$ cat src/pkg/eae_pkg.sv
// =====================================================================
// energy accumulation engine constants
package eae_pkg;
	// =================================================================
	// widths
	localparam int ACC_W = 42;
	localparam int USER_W = 45;
	localparam int HIGH_W = 32;
	localparam int LOW_W = 13;
	localparam int INTERVAL_W = 13;
	localparam int ADDR_W = 8;
	localparam int DATA_W = 32;
	// =================================================================
	// register offsets
	localparam logic [7:0] CFG_OFS = 8'h00;
	localparam logic [7:0] INTERVAL_OFS = 8'h04;
	localparam logic [7:0] STATUS_OFS = 8'h08;
	localparam logic [7:0] MASK_OFS = 8'h0c;
	localparam logic [7:0] ENERGY_BASE_OFS = 8'h10;
	localparam logic [7:0] ENERGY_STRIDE = 8'h08;
	localparam logic [7:0] ENERGY_LOW_OFS = 8'h04;
	// =================================================================
	// accumulation_config fields
	localparam int CFG_ENABLE_BIT = 0;
	localparam int CFG_UNIT_BIT = 1;
	localparam int CFG_LOAD_BIT = 2;
	localparam int CFG_COR_BIT = 3;
	localparam int CFG_ZXSEL_LSB = 4;
	localparam int ZXSEL_W = 2;
	// =================================================================
	// status and mask fields
	localparam int STATUS_EGY_BIT = 0;
	// =================================================================
	// reset values
	localparam logic [DATA_W-1:0] CFG_RESET = 32'h0000_0000;
	localparam logic [INTERVAL_W-1:0] INTERVAL_RESET = 13'h0000;
	localparam logic STATUS_RESET = 1'h0;
	localparam logic MASK_RESET = 1'h0;
	// =================================================================
	// interval unit
	typedef enum logic {
		EAE_UNIT_SAMPLE,
		EAE_UNIT_HALF_CYCLE
	} eae_unit_t;
endpackage

$ cat src/core/eae_channel.sv
`timescale 1ns/1ns
module eae_channel #(
	parameter int SAMPLE_W = 32
) (
	input wire logic core_clk, // core clock
	input wire logic nrst, // async reset, active low
	input wire logic sample_valid, // accepted power sample this cycle
	input wire logic signed [SAMPLE_W-1:0] power_sample, // power sample
	input wire logic no_load, // add zero instead of the sample
	input wire logic xfer, // transfer tick, one cycle before energy_ready_tick
	input wire logic load_mode, // overwrite instead of add
	input wire logic clear_high, // clear-on-read of the high word
	output logic signed [eae_pkg::ACC_W-1:0] internal_acc, // internal sum
	output logic [eae_pkg::HIGH_W-1:0] energy_high, // user high word
	output logic [eae_pkg::LOW_W-1:0] energy_low // user low part
);
	logic signed [eae_pkg::ACC_W-1:0] acc_q;
	logic signed [eae_pkg::ACC_W-1:0] add_val;
	logic signed [eae_pkg::ACC_W-1:0] acc_d;
	logic signed [eae_pkg::USER_W-1:0] user_q;
	logic signed [eae_pkg::USER_W-1:0] user_base;
	logic signed [eae_pkg::USER_W-1:0] sum_ext;
	logic signed [eae_pkg::USER_W-1:0] user_d;

	// =================================================================
	// internal accumulator
	always_comb
	begin
		add_val = '0;
		if (sample_valid && !no_load)
			add_val = eae_pkg::ACC_W'(power_sample);
		acc_d = acc_q + add_val;
	end

	always_ff @(posedge core_clk or negedge nrst)
	begin
		if (!nrst)
			acc_q <= '0;
		else if (xfer)
			acc_q <= '0;
		else
			acc_q <= acc_d;
	end

	// =================================================================
	// user energy register
	always_comb
	begin
		sum_ext = eae_pkg::USER_W'(acc_d);
		user_base = user_q;
		if (clear_high)
			user_base = {{eae_pkg::HIGH_W{1'b0}}, user_q[eae_pkg::LOW_W-1:0]};
		user_d = user_base;
		if (xfer && load_mode)
			user_d = sum_ext;
		else if (xfer)
			user_d = user_base + sum_ext;
	end

	always_ff @(posedge core_clk or negedge nrst)
	begin
		if (!nrst)
			user_q <= '0;
		else
			user_q <= user_d;
	end

	assign energy_high = user_q[eae_pkg::USER_W-1:eae_pkg::LOW_W];
	assign energy_low = user_q[eae_pkg::LOW_W-1:0];
	assign internal_acc = acc_q;
endmodule

$ cat src/core/eae_top.sv
`timescale 1ns/1ns
module eae_top #(
	parameter int NUM_CH = 3,
	parameter int SAMPLE_W = 32
) (
	input wire logic core_clk, // 125 MHz core clock
	input wire logic nrst, // async reset, active low
	input wire logic [eae_pkg::ADDR_W-1:0] reg_addr, // register byte address
	input wire logic [eae_pkg::DATA_W-1:0] reg_wdata, // register write data
	input wire logic reg_wr, // write strobe
	input wire logic reg_rd, // read strobe
	output logic [eae_pkg::DATA_W-1:0] reg_rdata, // read data, cycle after strobe
	input wire logic sample_tick, // 8 ksps sample strobe
	input wire logic [NUM_CH*SAMPLE_W-1:0] power_samples, // signed samples
	input wire logic [NUM_CH-1:0] no_load, // per-channel no-load flags
	input wire logic [(1<<eae_pkg::ZXSEL_W)-1:0] zero_cross, // zero-cross pulses
	output logic energy_ready_tick, // one-cycle pulse after each transfer
	output logic irq // level interrupt
);
	logic enable_q;
	eae_pkg::eae_unit_t unit_q;
	logic load_q;
	logic cor_q;
	logic [eae_pkg::ZXSEL_W-1:0] zxsel_q;
	logic [eae_pkg::INTERVAL_W-1:0] interval_q;
	logic [eae_pkg::INTERVAL_W-1:0] cnt_q;
	logic status_q;
	logic mask_q;
	logic tick_q;
	logic [eae_pkg::DATA_W-1:0] rdata_q;
	logic [eae_pkg::DATA_W-1:0] rdata_d;
	logic unit_event;
	logic tick;
	logic cfg_wr;
	logic interval_wr;
	logic [NUM_CH-1:0] clear_high;
	logic [eae_pkg::HIGH_W-1:0] high_w [NUM_CH];
	logic [eae_pkg::LOW_W-1:0] low_w [NUM_CH];
	logic signed [eae_pkg::ACC_W-1:0] acc_w [NUM_CH];

	assign cfg_wr = reg_wr && (reg_addr == eae_pkg::CFG_OFS);
	assign interval_wr = reg_wr && (reg_addr == eae_pkg::INTERVAL_OFS);

	// =================================================================
	// configuration registers
	always_ff @(posedge core_clk or negedge nrst)
	begin
		if (!nrst)
		begin
			enable_q <= eae_pkg::CFG_RESET[eae_pkg::CFG_ENABLE_BIT];
			unit_q <= eae_pkg::EAE_UNIT_SAMPLE;
			load_q <= eae_pkg::CFG_RESET[eae_pkg::CFG_LOAD_BIT];
			cor_q <= eae_pkg::CFG_RESET[eae_pkg::CFG_COR_BIT];
			zxsel_q <= '0;
		end
		else if (cfg_wr)
		begin
			enable_q <= reg_wdata[eae_pkg::CFG_ENABLE_BIT];
			unit_q <= eae_pkg::eae_unit_t'(reg_wdata[eae_pkg::CFG_UNIT_BIT]);
			load_q <= reg_wdata[eae_pkg::CFG_LOAD_BIT];
			cor_q <= reg_wdata[eae_pkg::CFG_COR_BIT];
			zxsel_q <= reg_wdata[eae_pkg::CFG_ZXSEL_LSB +: eae_pkg::ZXSEL_W];
		end
	end

	always_ff @(posedge core_clk or negedge nrst)
	begin
		if (!nrst)
			interval_q <= eae_pkg::INTERVAL_RESET;
		else if (interval_wr)
			interval_q <= reg_wdata[eae_pkg::INTERVAL_W-1:0];
	end

	// =================================================================
	// interval counter
	always_comb
	begin
		if (unit_q == eae_pkg::EAE_UNIT_HALF_CYCLE)
			unit_event = zero_cross[zxsel_q];
		else
			unit_event = sample_tick;
		// compare with >= so a lowered count never strands the counter
		tick = enable_q && unit_event && (cnt_q >= interval_q);
	end

	always_ff @(posedge core_clk or negedge nrst)
	begin
		if (!nrst)
			cnt_q <= '0;
		else if (!enable_q)
			cnt_q <= '0;
		else if (tick)
			cnt_q <= '0;
		else if (unit_event)
			cnt_q <= cnt_q + 1'b1;
	end

	always_ff @(posedge core_clk or negedge nrst)
	begin
		if (!nrst)
			tick_q <= 1'b0;
		else
			tick_q <= tick;
	end

	assign energy_ready_tick = tick_q;

	// =================================================================
	// energy channels
	for (genvar i = 0; i < NUM_CH; i++)
	begin : g_ch
		localparam logic [eae_pkg::ADDR_W-1:0] HI_A =
			eae_pkg::ADDR_W'(eae_pkg::ENERGY_BASE_OFS + eae_pkg::ENERGY_STRIDE * i);
		assign clear_high[i] = reg_rd && cor_q && (reg_addr == HI_A);
		eae_channel #(
			.SAMPLE_W(SAMPLE_W)
		) u_ch (
			.core_clk(core_clk),
			.nrst(nrst),
			.sample_valid(sample_tick && enable_q),
			.power_sample(power_samples[i*SAMPLE_W +: SAMPLE_W]),
			.no_load(no_load[i]),
			.xfer(tick),
			.load_mode(load_q),
			.clear_high(clear_high[i]),
			.internal_acc(acc_w[i]),
			.energy_high(high_w[i]),
			.energy_low(low_w[i])
		);
	end

	// =================================================================
	// interrupt
	always_ff @(posedge core_clk or negedge nrst)
	begin
		if (!nrst)
			status_q <= eae_pkg::STATUS_RESET;
		else if (tick)
			status_q <= 1'b1;
		else if (reg_wr && reg_addr == eae_pkg::STATUS_OFS
			&& reg_wdata[eae_pkg::STATUS_EGY_BIT])
			status_q <= 1'b0;
	end

	always_ff @(posedge core_clk or negedge nrst)
	begin
		if (!nrst)
			mask_q <= eae_pkg::MASK_RESET;
		else if (reg_wr && reg_addr == eae_pkg::MASK_OFS)
			mask_q <= reg_wdata[eae_pkg::STATUS_EGY_BIT];
	end

	assign irq = status_q && mask_q;

	// =================================================================
	// read path
	always_comb
	begin
		rdata_d = '0;
		if (reg_addr == eae_pkg::CFG_OFS)
		begin
			rdata_d[eae_pkg::CFG_ENABLE_BIT] = enable_q;
			rdata_d[eae_pkg::CFG_UNIT_BIT] = unit_q;
			rdata_d[eae_pkg::CFG_LOAD_BIT] = load_q;
			rdata_d[eae_pkg::CFG_COR_BIT] = cor_q;
			rdata_d[eae_pkg::CFG_ZXSEL_LSB +: eae_pkg::ZXSEL_W] = zxsel_q;
		end
		else if (reg_addr == eae_pkg::INTERVAL_OFS)
			rdata_d[eae_pkg::INTERVAL_W-1:0] = interval_q;
		else if (reg_addr == eae_pkg::STATUS_OFS)
			rdata_d[eae_pkg::STATUS_EGY_BIT] = status_q;
		else if (reg_addr == eae_pkg::MASK_OFS)
			rdata_d[eae_pkg::STATUS_EGY_BIT] = mask_q;
		else
		begin
			for (int c = 0; c < NUM_CH; c++)
			begin
				if (reg_addr == eae_pkg::ADDR_W'(eae_pkg::ENERGY_BASE_OFS
					+ eae_pkg::ENERGY_STRIDE * c))
					rdata_d = high_w[c];
				else if (reg_addr == eae_pkg::ADDR_W'(eae_pkg::ENERGY_BASE_OFS
					+ eae_pkg::ENERGY_STRIDE * c + eae_pkg::ENERGY_LOW_OFS))
					rdata_d = {{(eae_pkg::DATA_W-eae_pkg::LOW_W){1'b0}}, low_w[c]};
			end
		end
	end

	always_ff @(posedge core_clk or negedge nrst)
	begin
		if (!nrst)
			rdata_q <= '0;
		else if (reg_rd)
			rdata_q <= rdata_d;
		else
			rdata_q <= '0;
	end

	assign reg_rdata = rdata_q;

	// =================================================================
	// checks
	logic [eae_pkg::INTERVAL_W:0] ha_units_q;
	logic ha_dirty_q;
	logic signed [eae_pkg::ACC_W-1:0] ha_add0;
	logic signed [eae_pkg::USER_W-1:0] ha_sum0;
	logic signed [eae_pkg::USER_W-1:0] ha_user0;
	logic ha_irq_wr;

	always_ff @(posedge core_clk or negedge nrst)
	begin
		if (!nrst)
		begin
			ha_units_q <= '0;
			ha_dirty_q <= 1'b1;
		end
		else if (tick || !enable_q)
		begin
			ha_units_q <= '0;
			ha_dirty_q <= cfg_wr || interval_wr || !enable_q;
		end
		else
		begin
			if (unit_event)
				ha_units_q <= ha_units_q + 1'b1;
			if (cfg_wr || interval_wr)
				ha_dirty_q <= 1'b1;
		end
	end

	assign ha_add0 = (sample_tick && enable_q && !no_load[0])
		? eae_pkg::ACC_W'($signed(power_samples[SAMPLE_W-1:0])) : '0;
	assign ha_sum0 = eae_pkg::USER_W'(eae_pkg::ACC_W'(acc_w[0] + ha_add0));
	assign ha_user0 = {high_w[0], low_w[0]};
	assign ha_irq_wr = reg_wr
		&& (reg_addr == eae_pkg::MASK_OFS || reg_addr == eae_pkg::STATUS_OFS);

	tick_sample_a: assert property (@(posedge core_clk) disable iff (!nrst)
		(tick && !ha_dirty_q && unit_q == eae_pkg::EAE_UNIT_SAMPLE)
		|-> (ha_units_q == {1'b0, interval_q}))
		else $error("sample interval length wrong");

	tick_halfcyc_a: assert property (@(posedge core_clk) disable iff (!nrst)
		(tick && !ha_dirty_q && unit_q == eae_pkg::EAE_UNIT_HALF_CYCLE)
		|-> (ha_units_q == {1'b0, interval_q}) && zero_cross[zxsel_q])
		else $error("half-cycle interval length wrong");

	interval_write_a: assert property (@(posedge core_clk) disable iff (!nrst)
		interval_wr |=> (interval_q == $past(reg_wdata[eae_pkg::INTERVAL_W-1:0])))
		else $error("interval count not stored");

	load_xfer_a: assert property (@(posedge core_clk) disable iff (!nrst)
		(tick && load_q) |=> (ha_user0 == $past(ha_sum0)))
		else $error("overwrite transfer wrong");

	add_xfer_a: assert property (@(posedge core_clk) disable iff (!nrst)
		(tick && !load_q && !clear_high[0])
		|=> (ha_user0 == eae_pkg::USER_W'($past(ha_user0) + $past(ha_sum0))))
		else $error("add transfer wrong");

	acc_restart_a: assert property (@(posedge core_clk) disable iff (!nrst)
		tick |=> (acc_w[0] == '0))
		else $error("internal sum not cleared");

	acc_hold_a: assert property (@(posedge core_clk) disable iff (!nrst)
		(!enable_q ##1 !enable_q) |-> $stable(acc_w[0]) && !tick)
		else $error("accumulation while disabled");

	noload_hold_a: assert property (@(posedge core_clk) disable iff (!nrst)
		(no_load[NUM_CH-1] && !tick) |=> (acc_w[NUM_CH-1] == $past(acc_w[NUM_CH-1])))
		else $error("no-load channel accumulated");

	read_clear_a: assert property (@(posedge core_clk) disable iff (!nrst)
		(clear_high[0] && !tick) |=> (high_w[0] == '0) && $stable(low_w[0]))
		else $error("clear-on-read wrong");

	// status flag and interrupt
	irq_level_a: assert property (@(posedge core_clk) disable iff (!nrst)
		(tick && mask_q && !ha_irq_wr) ##1 !ha_irq_wr |-> irq ##1 irq)
		else $error("interrupt not raised");
endmodule

$ cat config.mk
export PLATFORM = sky130hd
export DESIGN_NAME = eae_top
export DESIGN_NICKNAME = d
export VERILOG_FILES = /design/src/pkg/eae_pkg.sv /design/src/core/eae_channel.sv /design/src/core/eae_top.sv
export SDC_FILE = /design/constraint.sdc
export NUM_CORES = 1
export LEC_CHECK = 0
export BUFFER_PORTS_ARGS = -buffer_cell sky130_fd_sc_hd__buf_2
export CAP_MARGIN = 20
export CORE_MARGIN = 10
export CORE_UTILIZATION = 40
export DETAILED_ROUTE_END_ITERATION = 7
export SLEW_MARGIN = 0
export SYNTH_ARGS = -nofsm -noshare
export SYNTH_HDL_FRONTEND = slang
export SYNTH_HIERARCHICAL = 1
export SYNTH_SLANG_ARGS = --single-unit
export TNS_END_PERCENT = 20
$ cat constraint.sdc
create_clock -name core_clk -period 8.2 [get_ports core_clk]
set_clock_uncertainty 0.15 [all_clocks]
set_input_delay 0.41 -clock core_clk [delete_from_list [all_inputs] [get_ports core_clk]]
set_output_delay 0.41 -clock core_clk [all_outputs]
set_load 0.01 [all_outputs]
---- Word-level counts from Yosys, hierarchy flattened ----
Cells that the tools add are included.
word-level totals
  register bits ........................... 328
  input bits .............................. 148
  output and inout port bits .............. 34
  word-level logic and storage cells ...... 96
cells by class
  $add $sub $neg .......................... 7
  magnitude comparators ................... 2
  equal/unequal tests ..................... 10
  muxes and demuxes ....................... 38
  reductions and logical operators ........ 22
operator list
  cell                                                                          number
  45-bit two-way mux                                                            9
  42-bit two-way mux                                                            6
  32-bit two-way mux                                                            6
  45-bit by 42-bit adder with 45-bit output                                     3
  42-bit adder                                                                  3
  13-bit two-way mux                                                            5
  31-bit two-way mux                                                            2
  8-bit by 5-bit == test with 1-bit output, second input constant               4
  26-bit two-way mux                                                            1
  19-bit two-way mux                                                            1
  1-bit logical AND                                                             17
  8-bit by 4-bit == test with 1-bit output, second input constant               2
  8-bit by 6-bit == test with 1-bit output, second input constant               2
  13-bit by 1-bit adder with 13-bit output, second input constant               1
  13-bit >= comparator                                                          1
  8-bit by 3-bit == test with 1-bit output, second input constant               1
  8-bit zero test                                                               1
  1-bit two-way mux                                                             6
  6-bit two-way mux                                                             1
  1-bit zero test                                                               3
  2-bit by 3-bit less-than comparator with 1-bit output, second input constant  1
  3-bit by 1-bit inequality test with 1-bit output, second input constant       1
  1-bit binary-select mux with 2-bit select                                     1
  2-bit nonzero test                                                            1

---- Logic depth before layout (Yosys ltp) ----
  depth in word-level cells ............... 12
  mapped depth ............................ 31
  depth with buffers taken out ............ 30

---- Cells and area by module ----
The synthesis kept the hierarchy.
modules (own cells, without submodules)
  module                      instances  cells each  area an instance (sq um)
  eae_channel (g_ch[0].u_ch)  1          1094        8882.3
  eae_channel (g_ch[2].u_ch)  1          1053        8530.7
  eae_channel (g_ch[1].u_ch)  1          1068        8491.9
  eae_top                     1          425         4124.0

---- Worst setup path before layout ----
OpenSTA, ideal clock, no wires.
  path kind ............................... register to register
  start ................................... reg enable_q
  end ..................................... reg g_ch[1].u_ch/user_q[42] (netlist name)
  setup time .............................. 78 ps
  arrival time ............................ 6025 ps
  required time ........................... 7972 ps
  setup slack ............................. 1948 ps
  stages on the path, launching flop included .. 31
  period minus slack after synthesis ...... 6252 ps
  cells stage by stage .................... dfrtp_1 -> buf_6 -> and2_1 -> nor2b_1 -> clkbuf_1 -> and2_1 -> fa_1 -> a211oi_1 -> o21ai_1 -> a22oi_1 -> nand2_1 -> o21a_1 -> o21a_1 -> o21ai_0 -> nand2b_1 -> a21oi_1 -> o21ai_0 -> xor2_1 -> ha_1 -> a21oi_1 -> o21ai_0 -> a221o_1 -> a221o_1 -> a31oi_1 -> nor2_1 -> a221o_2 -> a21oi_2 -> a221oi_1 -> o21ai_1 -> mux2_1 -> o2bb2ai_1
between the ends
  cells in the longest elaborated chain, start to end .. 7
  elaborated cells between the ends (all ways) .. 10
  those cells by class .................... add/sub: 2; mux: 3; reduce/logical: 5
RTL lines
  what                                       RTL line           RTL
  start: declaration                         eae_top.sv:20      logic enable_q;
  start signal: assignment                   eae_top.sv:50      enable_q <= eae_pkg::CFG_RESET[eae_pkg::CFG_ENABLE_BIT];
  start signal: assignment                   eae_top.sv:58      enable_q <= reg_wdata[eae_pkg::CFG_ENABLE_BIT];
  1-bit logical AND                          --
  1-bit logical AND                          eae_channel.sv:30  if (sample_valid && !no_load)
  42-bit two-way mux                         eae_channel.sv:30
  42-bit adder                               eae_channel.sv:32  acc_d = acc_q + add_val;
  45-bit by 42-bit adder with 45-bit output  eae_channel.sv:57  user_d = user_base + sum_ext;
  45-bit two-way mux                         eae_channel.sv:56  else if (xfer)
  45-bit two-way mux *                       eae_channel.sv:54  if (xfer && load_mode)
  named net g_ch[1].u_ch.user_d, one bit     eae_channel.sv:23  logic signed [eae_pkg::USER_W-1:0] user_d;
  end signal: assignment                     eae_channel.sv:65  user_q <= user_d;
  end: declaration                           eae_channel.sv:20  logic signed [eae_pkg::USER_W-1:0] user_q;
The timed path passes the listed nets; every way through them passes the cells marked *.
A chain may end at the register's enable or synchronous reset.

---- Worst setup path after layout ----
Same ends and word-level chain as after synthesis.

==> impl_summary.txt <==
----------------------------------------------------
[CTS]
  Clock Pin Slew Worst Setup and Hold Paths ... ~60 ps
  Sinks on Clock Net ... 328
  CTS tree ... built
  Number of buffers on the longest clock path ... 3
  CTS HTree Levels ... 2
  Clock latency on the worst-skew pair ... approximately 590 ps
  CTS buffer count ... 42
  Root buffer selected by CTS ... sky130_fd_sc_hd__clkbuf_16
  Count of cells resized by post-cts repair ... 0

[Synthesis]
  XOR/XNOR Fraction of Synth Area ... 0.0625
  Number of unique standard cell types used by synthesis ... 133
  Simple logic cell fraction of the synthesized area ... 0.218
  Cell type with the highest aggregate area in the netlist ... sky130_fd_sc_hd__dfrtp_1
  Top cells by instance count after synthesis ... 451 x sky130_fd_sc_hd__a21oi_1, 376 x sky130_fd_sc_hd__nor2_1, 328 x sky130_fd_sc_hd__dfrtp_1, 266 x sky130_fd_sc_hd__ha_1, 213 x sky130_fd_sc_hd__nand2_1
  Compound-Gate Fraction of Synth Area ... 0.265
  Register area share after synthesis ... 0.273
  Gate count after technology mapping ... 3,640
  Average instance area after synthesis ... between 8 and 9 µm²
  Leading post-synthesis cells by cell area ... sky130_fd_sc_hd__dfrtp_1 27%, sky130_fd_sc_hd__ha_1 11%, sky130_fd_sc_hd__a21oi_1 7.5%, sky130_fd_sc_hd__nor2_1 4.7%, sky130_fd_sc_hd__and2_1 4.4%
  Syn_nets ... slightly above 4,000
  Largest family of logic cells by synthesized area ... compound AO/OA/AOI/OAI gates
  Most numerous cell in the Yosys netlist ... sky130_fd_sc_hd__a21oi_1
  Share of the synthesized area in the top cell type ... 0.273
  Area share of fa/ha/maj cells after synthesis ... 0.116
  Proportion of register bits with asynchronous set or reset after synthesis ... 1.00
  Primary FF master, synth ... sky130_fd_sc_hd__dfrtp_1
  Post-Syn Area ... roughly 30,000 µm²
  Total of warnings raised by yosys ... 6
  Number of enable flip-flop cells after synthesis ... 0
  Fraction of synthesized area in multiplexers ... 0.0248
  Register bit total from synthesis ... between 300 and 400

[Place]
  Placed wire-length estimate after detailed placement ... ~69 mm
  Number of port buffers ... roughly 160
  Final weighted congestion of routability-driven global placement ... 0.932
  Pre-CTS setup slack ... between 500 and 600 ps

[STA]
  RSZ-0062 raised after global routing ... no
  Slew @ Worst Pin ... roughly 1000 ps
  F_max ... 0.134 GHz
  Final Critical Period ... around 7500 ps
  Endpoints failing hold ... 0
  Count of final max-slew check failures ... 0
  Final-report setup violation count ... 0
  Final WS setup ... a little over 700 ps
  Setup tns final ... 0 ps
  Worst slew margin relative to its limit ... 0.296
  Final period util ... 0.913

[Global routing]
  Final global-route overflow total ... 0
  GRT Resource Usage Total ... 0.204
  Global routing met1 resource utilization ... 0.289
  Number of antenna violations at the first check in global routing ... 3
  Via count of the first global-routing pass ... around 26,000
  Maximum number of pins on one net before global-route repair ... roughly 170
  Most utilized layer in the global route result ... met2
  Met2 Usage GRT ... 0.327
  Global-route wire length before repair ... roughly 140 mm
  Met3 GRT Util ... 0.0288

[Finish]
  Area overhead of the layout relative to synthesis ... 10.9%
  Antenna Cells ... 0
  Layout net count ... between 4,000 and 5,000
  Fraction of final layout cells sized beyond drive strength 1 ... 0.111

[Worst setup path]
  Worst setup SP type ... flip-flop
  Crit Path Class ... flip-flop to flip-flop
  Cell repeated most along the worst path ... sky130_fd_sc_hd__o21ai_0
  Kind of end point of the critical path ... flip-flop
  Largest incremental delay on the critical path ... ~430 ps
  Data arrival at the endpoint of the critical path ... between 7000 and 8000 ps
  Critical-path top delay cell ... sky130_fd_sc_hd__fa_1
  CP required ... 8560 ps
  Maximum fanout encountered on the critical timing path ... 32

[Routing]
  # DRC ... 4
  Average vias per placed instance ... roughly 5.7
  Initial DRC count ... ~2,200
  Detail-routed net length per standard cell ... between 15 and 20 µm
  Number of search-and-repair iterations in the first detailed-routing pass ... 8
  Total Routed Length ... between 90 and 100 mm
  Total via count after detailed routing ... between 20,000 and 30,000
  Count of antenna-violating nets left after detailed routing ... 0

[Floorplanning]
  Ports ... approximately 180
  Row count ... 100
  Die W ... 294 µm
  Core box area ... between 70,000 and 80,000 µm²
  DIE AREA ... 86,400 µm²
  Initial core utilization ... 0.403
  Die Span Y ... 294 µm

[Power and ir drop]
  Maximum ir drop on the vdd rail ... 0.168 mV
  Pwr Density ... roughly 250 nW/µm²
  Static Leakage ... approximately 0.016 µW

[Outcome]
  Failing checks ... design-rule violations
  Run status ... complete, but fails checks

[Run]
  Max-cap viol count ... 0

[Worst hold path]
  Class of the most critical hold timing path ... primary input to flip-flop

----------------------------------------------------
[critical path, delay by kind of cell, from the launching register on]
kind | cells | cell delay, ps
XOR/XNOR | 1 | 210
buffers and inverters | 1 | 220
AO/OA/AOI/OAI | 18 | 4200
AND/OR/NAND/NOR | 6 | 980
flip-flops | 1 | 370
adder cells (fa/ha/maj) | 3 | 910
multiplexers | 1 | 340
[registers in the layout (all words and copies together) (netlist names)]
register	count
cnt_q	13
cor_q	1
enable_q	1
energy_ready_tick	1
g_ch.u_ch/internal_acc	126
g_ch.u_ch/user_q	135
interval_q	13
load_q	1
mask_q	1
reg_rdata	32
status_q	1
unit_q	1
zxsel_q	2
[final timing paths]
kind,cells past startpoint,slack (ps),to,startpoint
hold / removal,3,90,reg_rdata[4]$_DFF_PN0_,reg_rd
setup / recovery,30,710,g_ch[1].u_ch/user_q[42]$_DFF_PN0_,enable_q$_DFFE_PN0P_
min in group asynchronous,2,210,reg_rdata[29]$_DFF_PN0_,nrst
setup reg to reg,30,710,g_ch[1].u_ch/user_q[42]$_DFF_PN0_,enable_q$_DFFE_PN0P_
hold reg to reg,1,370,status_q$_DFFE_PN0P_,status_q$_DFFE_PN0P_
max in group asynchronous,3,6210,interval_q[11]$_DFFE_PN0P_,nrst
[final cells by class]
| cell class | instances | area [µm²] |
|---|---|---|
| Clock buffer | 60 | 1230 |
| Clock inverter | 13 | 199 |
| Fill cell | 7358 | 41100 |
| Inverter | 127 | 477 |
| Multi-Input combinational cell | 3006 | 20600 |
| Sequential cell | 328 | 8210 |
| Tap cell | 969 | 1210 |
| Timing Repair Buffer | 228 | 1380 |
[layout by cell type (no fill, tap or decap), types with 13 or more instances in the layout]
master,netlist,layout
sky130_fd_sc_hd__a211oi_1,34,34
sky130_fd_sc_hd__a211oi_2,14,14
sky130_fd_sc_hd__a21o_1,104,104
sky130_fd_sc_hd__a21oi_1,451,451
sky130_fd_sc_hd__a222oi_1,19,19
sky130_fd_sc_hd__a31oi_1,43,42
sky130_fd_sc_hd__and2_1,212,212
sky130_fd_sc_hd__and3_1,35,35
sky130_fd_sc_hd__buf_2,42,161
sky130_fd_sc_hd__buf_4,5,50
sky130_fd_sc_hd__clkbuf_16,0,43
sky130_fd_sc_hd__dfrtp_1,328,327
sky130_fd_sc_hd__dlygate4sd3_1,0,14
sky130_fd_sc_hd__ha_1,266,266
sky130_fd_sc_hd__inv_1,122,122
sky130_fd_sc_hd__mux2_1,17,17
sky130_fd_sc_hd__mux2_2,15,15
sky130_fd_sc_hd__mux2i_1,25,25
sky130_fd_sc_hd__nand2_1,213,213
sky130_fd_sc_hd__nand2b_1,47,47
sky130_fd_sc_hd__nand3_1,73,73
sky130_fd_sc_hd__nand4_1,48,48
sky130_fd_sc_hd__nor2_1,376,376
sky130_fd_sc_hd__nor2b_1,117,114
sky130_fd_sc_hd__nor3_1,49,49
sky130_fd_sc_hd__o211ai_1,28,28
sky130_fd_sc_hd__o21a_1,33,33
sky130_fd_sc_hd__o21ai_0,159,159
sky130_fd_sc_hd__o21ai_1,27,27
sky130_fd_sc_hd__o21bai_1,46,46
sky130_fd_sc_hd__o22ai_1,22,22
sky130_fd_sc_hd__o31ai_1,14,14
sky130_fd_sc_hd__or3_1,13,13
sky130_fd_sc_hd__xnor2_1,115,115
sky130_fd_sc_hd__xor2_1,84,84
[stage by stage]
| stage | util | cell area, µm² | cells | hold slack, ps | power, µW |
|---|---|---|---|---|---|
| final | 0.447 | 33300 | 4731 | 85.7 | 8270 |
| after detailed placement | 0.426 | 31700 | 4644 | 318 | 6270 |
| after CTS | 0.447 | 33300 | 4731 | 42.8 | 8300 |
| after floorplan | - | 30000 | 3640 | -35.6 | 5310 |
| after global placement | 0.426 | 31700 | 4644 | 320 | 6230 |
| after global routing | 0.447 | 33300 | 4731 | 108 | 8920 |
[routing by layer]
metal	part of all wire	routed length (µm)
met5	0	0
met4	0.019	1700
met3	0.054	4870
met2	0.45	40300
met1	0.48	43500
[where the power goes]
group / internal [µW] / switching, µW / total (µW)
registers: 2030 / 334 / 2360
clock network: 1190 / 768 / 1960
logic: 1650 / 2300 / 3950
total: 4880 / 3400 / 8270
[cells by family after synthesis]
family,count (synthesis)
DFF,328
xor gates and xnor gates,205
buffers and inverters,306
AOI/OAI and AO/OA,1192
adders and majority gates,274
muxes,63
and+or+nand+nor,1272
[what timing repair did]
action / in CTS / in global routing
hold buffers: 14 / 0
hold endpoints to repair: 109 / 0
buffers inserted: 0 / 0
Note: power is estimated with default switching activity, not from simulation.
